`src/design/effecter_readback_pkg.sv`:
```
// constants, types and register map of the effecter state readback block
package effecter_readback_pkg;
   // register byte offsets on the bus
   localparam logic [7:0] CTRL_OFF = 8'h00;
   localparam logic [7:0] QUERY_OFF = 8'h04;
   localparam logic [2:0] CFG_PAGE = 3'h1; // 0x20..0x3c, one per member
   localparam logic [2:0] RESP_PAGE = 3'h2; // 0x40..0x5c, one per member
   // field positions
   localparam int CTRL_COUNT_LSB = 16;
   localparam int CFG_TARGET_LSB = 8;
   localparam int CFG_SET_BIT = 16;
   localparam int QUERY_COUNT_LSB = 8;
   // sizes and reset values
   localparam int MEMBERS = 8;
   localparam logic [3:0] MAX_COUNT = 4'h8;
   localparam logic [3:0] MIN_COUNT = 4'h1;
   localparam logic [15:0] HANDLE_RESET = 16'h0001;
   localparam logic [3:0] COUNT_RESET = 4'h8;
   localparam logic [7:0] STATE_RESET = 8'h01;
   localparam logic [7:0] UNKNOWN_STATE = 8'h00;
   localparam logic [15:0] HANDLE_RSVD_LO = 16'h0000;
   localparam logic [15:0] HANDLE_RSVD_HI = 16'hffff;
   // result codes
   localparam logic [7:0] RESULT_OK = 8'h00;
   localparam logic [7:0] BAD_HANDLE_ERROR = 8'h80;
   // settle time of an effecter after a set request
   localparam int SETTLE_TIME_NS = 32;
   localparam int CLK_PERIOD_NS = 8;
   localparam int SETTLE_CYCLES =
      (SETTLE_TIME_NS + CLK_PERIOD_NS - 1) / CLK_PERIOD_NS;
   localparam logic [2:0] SETTLE_LOAD = 3'(SETTLE_CYCLES - 1);

   // operational condition codes, in wire order
   typedef enum logic [7:0] {
      ACTIVE_CHANGE_QUEUED,
      ACTIVE_SETTLED,
      DISABLED,
      UNAVAILABLE,
      FAILED,
      UNDER_SELF_CHECK
   } condition_type;

   // one member's three response bytes
   typedef struct packed {
      condition_type actuator_condition;
      logic [7:0] target_in_progress;
      logic [7:0] applied_output_state;
   } state_field_type;

   // classic wishbone request from the master
   typedef struct packed {
      logic cyc;
      logic stb;
      logic we;
      logic [7:0] adr;
      logic [3:0] sel;
      logic [31:0] dat;
   } wb_req_type;
endpackage

```
`src/design/effecter_state_readback.sv`:
```
// state effecter readback: member models, query response and bus slave
//
// Behaviour
// - each member reports an 8-bit condition, one of six codes
// - with an update queued, pending field shows the requested target
// - with nothing queued, pending field shows the current state
// - pending field is unknown code unless condition is one of two enabled
// - pending field uses the member's own state set codes
// - separate 8-bit field reports the state actually applied
// - applied field is unknown code unless condition is one of two enabled
// - applied field uses the member's own state set codes
// - one handle covers one to eight members; count then per-member fields
// - unknown or reserved handle answers with result code 0x80
//
// Decided for this implementation: the register offsets and the Wishbone slave port.
`timescale 1ns/1ps
`default_nettype none
module effecter_state_readback (
   input wire logic clk_i,
   input wire logic rst_i,
   input wire effecter_readback_pkg::wb_req_type wb_req_i,
   output logic wb_ack_o,
   output logic [31:0] wb_dat_o
);
   import effecter_readback_pkg::*;

   logic ack_q;
   logic [31:0] rdat_q;
   logic [15:0] handle_q;
   logic [3:0] count_q;
   logic [7:0] result_q;
   logic [3:0] resp_count_q;
   state_field_type resp_q [MEMBERS];
   state_field_type live_w [MEMBERS];
   logic [31:0] cfg_view_w [MEMBERS];
   logic pend_w [MEMBERS];
   logic accept_w [MEMBERS];
   logic enabled_w [MEMBERS];

   // bus decode; the write acts on the edge that raises ack
   wire req_w = wb_req_i.cyc & wb_req_i.stb;
   wire take_w = req_w & ~ack_q;
   wire wr_w = take_w & wb_req_i.we;
   wire [2:0] idx_w = wb_req_i.adr[4:2];
   wire ctrl_hit_w = wb_req_i.adr == CTRL_OFF;
   wire query_hit_w = wb_req_i.adr == QUERY_OFF;
   wire cfg_hit_w = wb_req_i.adr[7:5] == CFG_PAGE && wb_req_i.adr[1:0] == 2'h0;
   wire resp_hit_w =
      wb_req_i.adr[7:5] == RESP_PAGE && wb_req_i.adr[1:0] == 2'h0;

   // count field clamped into the legal member range
   wire [3:0] count_in_w = wb_req_i.dat[CTRL_COUNT_LSB +: 4];
   wire [3:0] count_clamp_w = (count_in_w < MIN_COUNT) ? MIN_COUNT :
      (count_in_w > MAX_COUNT) ? MAX_COUNT : count_in_w;

   // query handle check; reserved handles never match
   wire [15:0] qhandle_w = wb_req_i.dat[15:0];
   wire handle_ok_w = qhandle_w == handle_q &&
      qhandle_w != HANDLE_RSVD_LO && qhandle_w != HANDLE_RSVD_HI;
   wire query_w = wr_w & query_hit_w & (&wb_req_i.sel[1:0]);

   // read data select; unmapped addresses read as zero
   wire [31:0] rd_w =
      ctrl_hit_w ? {12'h000, count_q, handle_q} :
      query_hit_w ? {20'h00000, resp_count_q, result_q} :
      cfg_hit_w ? cfg_view_w[idx_w] :
      resp_hit_w ? {8'h00, resp_q[idx_w]} : 32'h0000_0000;

   assign wb_ack_o = ack_q;
   assign wb_dat_o = rdat_q;

   // single-wait-state slave: ack one cycle after the strobe
   always_ff @(posedge clk_i) begin
      if (rst_i) begin
         ack_q <= 1'b0;
         rdat_q <= 32'h0000_0000;
      end else begin
         ack_q <= take_w;
         rdat_q <= take_w ? rd_w : rdat_q;
      end
   end

   // handle and member count, byte lanes honoured
   always_ff @(posedge clk_i) begin
      if (rst_i) begin
         handle_q <= HANDLE_RESET;
         count_q <= COUNT_RESET;
      end else if (wr_w && ctrl_hit_w) begin
         if (wb_req_i.sel[0]) handle_q[7:0] <= wb_req_i.dat[7:0];
         if (wb_req_i.sel[1]) handle_q[15:8] <= wb_req_i.dat[15:8];
         if (wb_req_i.sel[2]) count_q <= count_clamp_w;
      end
   end

   // query result; bad handle reports zero members
   always_ff @(posedge clk_i) begin
      if (rst_i) begin
         result_q <= RESULT_OK;
         resp_count_q <= 4'h0;
      end else if (query_w) begin
         result_q <= handle_ok_w ? RESULT_OK : BAD_HANDLE_ERROR;
         resp_count_q <= handle_ok_w ? count_q : 4'h0;
      end
   end

   // one effecter model and snapshot per member
   for (genvar i = 0; i < MEMBERS; i++) begin : g_member
      logic [7:0] cond_cfg_q;
      logic [7:0] target_q;
      logic [7:0] applied_q;
      logic pend_q;
      logic [2:0] cnt_q;
      wire sel_w = wr_w & cfg_hit_w & (idx_w == 3'(i));
      wire [7:0] code_w = wb_req_i.dat[7:0];
      // both enabled codes store as enabled; illegal codes fall to disabled
      wire [7:0] cond_in_w = (code_w <= 8'(ACTIVE_SETTLED)) ?
         8'(ACTIVE_SETTLED) :
         (code_w <= 8'(UNDER_SELF_CHECK)) ? code_w : 8'(DISABLED);
      wire cond_wr_w = sel_w & wb_req_i.sel[0];
      wire in_range_w = 4'(i) < count_q;

      assign enabled_w[i] = cond_cfg_q == 8'(ACTIVE_SETTLED);
      // sets are taken only by an enabled member
      assign accept_w[i] = sel_w & wb_req_i.sel[2] &
         wb_req_i.dat[CFG_SET_BIT] & enabled_w[i];
      assign pend_w[i] = pend_q;
      assign cfg_view_w[i] = {15'h0000, pend_q, target_q, cond_cfg_q};

      // reported condition follows the queue while enabled
      assign live_w[i].actuator_condition = !enabled_w[i] ?
         condition_type'(cond_cfg_q) :
         pend_q ? ACTIVE_CHANGE_QUEUED : ACTIVE_SETTLED;
      // opaque 8-bit codes of this member's own state set
      assign live_w[i].target_in_progress = !enabled_w[i] ? UNKNOWN_STATE :
         pend_q ? target_q : applied_q;
      assign live_w[i].applied_output_state = enabled_w[i] ?
         applied_q : UNKNOWN_STATE;

      // a second set while queued retargets without restarting the wait
      always_ff @(posedge clk_i) begin
         if (rst_i) begin
            cond_cfg_q <= 8'(ACTIVE_SETTLED);
            target_q <= STATE_RESET;
            applied_q <= STATE_RESET;
            pend_q <= 1'b0;
            cnt_q <= 3'h0;
         end else begin
            if (cond_wr_w) cond_cfg_q <= cond_in_w;
            if (accept_w[i]) target_q <= wb_req_i.dat[CFG_TARGET_LSB +: 8];
            if (cond_wr_w && cond_in_w != 8'(ACTIVE_SETTLED)) begin
               pend_q <= 1'b0; // leaving enabled drops the queued change
            end else if (accept_w[i] && !pend_q) begin
               pend_q <= 1'b1;
               cnt_q <= SETTLE_LOAD;
            end else if (pend_q) begin
               if (cnt_q == 3'h0) begin
                  pend_q <= 1'b0;
                  applied_q <= target_q;
               end else begin
                  cnt_q <= cnt_q - 3'h1;
               end
            end
         end
      end

      // snapshot taken at the query; members beyond the count read zero
      always_ff @(posedge clk_i) begin
         if (rst_i) begin
            resp_q[i] <= '0;
         end else if (query_w) begin
            resp_q[i] <= (handle_ok_w && in_range_w) ? live_w[i] : '0;
         end
      end
   end
endmodule
`default_nettype wire

```
`config.mk`:
```
export PLATFORM = sky130hd
export DESIGN_NAME = effecter_state_readback
export DESIGN_NICKNAME = d
export VERILOG_FILES = /design/src/design/effecter_readback_pkg.sv /design/src/design/effecter_state_readback.sv
export SDC_FILE = /design/constraint.sdc
export NUM_CORES = 1
export LEC_CHECK = 0
export ABC_AREA = 1
export BUFFER_PORTS_ARGS = -buffer_cell sky130_fd_sc_hd__buf_2
export CORE_AREA = 2 2 201 203
export DETAILED_ROUTE_END_ITERATION = 10
export DIE_AREA = 0 0 203 205
export HOLD_SLACK_MARGIN = 0.12
export PLACE_DENSITY = 0.77
export SYNTH_ARGS = -nofsm -noshare
export SYNTH_HDL_FRONTEND = slang
export SYNTH_SLANG_ARGS = --single-unit
export TNS_END_PERCENT = 5
```
`constraint.sdc`:
```
create_clock -name clk_i -period 10.1 [get_ports clk_i]
set_input_delay 2.525 -clock clk_i [delete_from_list [all_inputs] [get_ports clk_i]]
set_output_delay 2.525 -clock clk_i [all_outputs]
set_load 0.1 [all_outputs]
```
==> impl_metrics.yaml <==
die:
  start_util_pct: 54.3
  die_w_um: 203
  die_area_um2: 41600
  core-area_um2: 39400
  die_y_um: 205
  rows: 73
  io_pins: 82
timing:
  worst_clock_skew_ns: 0.0179
  worst_slew_pin_slew_ns: 1.19
  setup_tns_ns: 0
  final-max-slew-violation-count: 0
  max_freq_mhz: 195
  final_hold_viol_count: 0
  relSlewSlack_pct: 20.9
  rsz0062_at_grt: "false"
  period_minus_slack_ns: 5.12
  finalSetupViolations: 0
  period_share_pct: 50.7
finish:
  nets: 2519
  fin_area_um2: 23300
  antennaDiodeCount: 0
  drive_gt1_share_pct: 10.0
  instances_no_fill: 3015
  area_growth_pct: 8.83
  layout_commonest_cell: "nand2_1"
  final_cell_mix: "nand2_1, dfxtp_1, o21ai_0, inv_1, nor2_1"
  finalCoreUtilization_pct: 59.1
run:
  drv_cap: 0
detailed_routing:
  drtAntennaViolNets: 0
  wl_per_cell_um: 21.1
  drc: 0
  drt_iter0_drc: 2311
  first_pass_iters: 6
  wirelength_um: 63500
  vias_per_cell: 6.10
  vias: 18400
logic_synthesis:
  synth.distinct_cells: 52
  synth_cells: 2465
  synth-seq-area-share_pct: 52.6
  async_reset_ff_share_pct: 0
  synth_seq_cells: 466
  synth_area_um2: 21400
  synth_edf_count: 192
  synth_ff_type: "dfxtp_1"
  yosys_warnings: 0
  syn_avg_cell_area_um2: 8.67
clocking:
  clock_sinks: 466
  cts_tree: "yes"
  cts_root_buf: "clkbuf_16"
  cts_resized: 0
  hold_buffers: 0
  clockBufferDepth: 3
  clk_latency_ns: 0.57
  post_cts_buffers: 0
  h-tree-depth: 2
  path_clk_slew_ns: 0.06
  numCtsBuffers: 46
pwr:
  p_per_area_nw_per_um2: 170
  leakage_nw: 8.66
  ir_drop_mv: 0.136
  total_power_w: 0.00396
run_status:
  outcome: "finished, final reports clean"
worst_setup_path:
  endpoint_kind: "flop"
  crit_fanout: 32
  worstPathArrival_ns: 5.52
  reg2reg_to: "g_member[3].target_q[4]$_SDFFE_PP0N_"
  crit_chain: "buf_2, nand2_1, buf_4, inv_2, buf_4, nand2_4, nor2_2, nand3_1, nand3_1, a21oi_1"
  startpoint_type: "input port"
  crit_end: "g_member[7].cnt_q[2]$_SDFFE_PP0P_"
  reg2reg_depth: 10
  setup.worst_path.class: "in2reg"
  cp.required_ns: 10.50
  startpoint: "wb_req_i[38]"
  max_stage_delay_ns: 0.67
  r2r_start: "wb_ack_o$_SDFF_PP0_"
  crit_slowest_cell: "inv_2"
  r2r_slack_ns: 7.52
place:
  dpl.cell_count: 2931
  dpl.hpwl_um: 40900
  placed_area_um2: 21800
  place_congestion: 0.941
  io_buffers: 60
global_route:
  grt_max_degree: 193
  grt_overflow: 0
  antenna_found_initial: 2
  track_usage_pct: 30.3
  grt_pass1_wl_um: 97400
  grt_pass1_vias: 17300
hold_path:
  worst_hold_path_type: "reg2reg"
worst max-delay path: cells and delay by family:
kind	cells	cell delay [ns]
buffers and inverters	4	1.68
AND/OR/NAND/NOR	5	1.22
AO/OA/AOI/OAI	1	0.08
metal layers:
metal  up-vias  track usage, %  share of wire [%]
met2      1168            47.8                 44
met3       220            6.84                 12
met4         2            13.5                4.5
li1       8430               -                  -
met5         -               0              0.020
met1      8577            40.1                 39
logic make-up (layout without fill, tap and decap cells):
kind of cell,after synthesis,after routing,share of synthesized area (%)
AOI/OAI and AO/OA,668,668,17.8
and+or+nand+nor,891,891,19.9
adders and majority gates,16,16,0.936
other,1,8,0.0175
buffers and inverters,405,423,8.08
DFF,466,466,52.6
xor gates and xnor gates,18,18,0.737
stage by stage:
stage / worst slack, ns / hold slack (ns)
3_3_place_gp: 4.56 / 0.450
3_5_place_dp: 4.46 / 0.453
4_1_cts: 5.05 / 0.463
6_report: 4.98 / 0.460
2_1_floorplan: 2.22 / 0.441
5_1_grt: 4.87 / 0.493
final cells by class:
| class | count | area (µm²) |
|---|---|---|
| clock buffer | 63 | 1290 |
| clock inverter | 21 | 221 |
| fill | 3307 | 16100 |
| inverter | 266 | 1010 |
| multi-input combinational | 1601 | 8440 |
| sequential | 466 | 11300 |
| tap | 525 | 657 |
| timing repair buffer | 73 | 410 |
cell usage after synthesis, drive strengths merged, types with 38 or more instances:
| library cell | n | area share (%) |
|---|---|---|
| nand2 | 403 | 7.8 |
| nor2 | 277 | 5.9 |
| dfxtp | 274 | 26 |
| o21ai | 268 | 6.4 |
| inv | 262 | 4.6 |
| a21oi | 227 | 5.4 |
| edfxtp | 192 | 27 |
| nand3 | 74 | 2.3 |
| clkbuf | 71 | 1.2 |
| buf | 68 | 2.1 |
| nand4 | 63 | 1.9 |
| nor3 | 60 | 1.5 |
| o211ai | 38 | 1.3 |
sequential cells by signal, indices dropped and copies added (netlist names):
signal               count
handle_q                16
wb_ack_o                 1
g_member.cond_cfg_q     64
result_q                 1
g_member.pend_q          8
count_q                  4
g_member.target_q       64
wb_dat_o                24
resp_count_q             4
g_member.cnt_q          24
resp_q                 192
g_member.applied_q      64
worst min path at each step:
stage / depth (start not counted) / startpoint / endpoint / slack (ns)
finish: 2 / wb_dat_o[20]$_SDFFE_PP0N_ / wb_dat_o[20]$_SDFFE_PP0N_ / 0.46
global route: 2 / wb_dat_o[21]$_SDFFE_PP0N_ / wb_dat_o[21]$_SDFFE_PP0N_ / 0.49
CTS: 2 / wb_dat_o[20]$_SDFFE_PP0N_ / wb_dat_o[20]$_SDFFE_PP0N_ / 0.46
detailed placement: 2 / wb_dat_o[20]$_SDFFE_PP0N_ / wb_dat_o[20]$_SDFFE_PP0N_ / 0.45
global placement: 2 / wb_dat_o[20]$_SDFFE_PP0N_ / wb_dat_o[20]$_SDFFE_PP0N_ / 0.45
floorplan: 2 / g_member[0].applied_q[1]$_SDFFE_PP0P_ / g_member[0].applied_q[1]$_SDFFE_PP0P_ / 0.44
where the power goes:
part           switching (W)  internal (W)
Sequential         0.0000102       0.00199
Clock               0.000735      0.000995
Combinational       0.000194     0.0000441
Power figures use the tool's default switching activity.
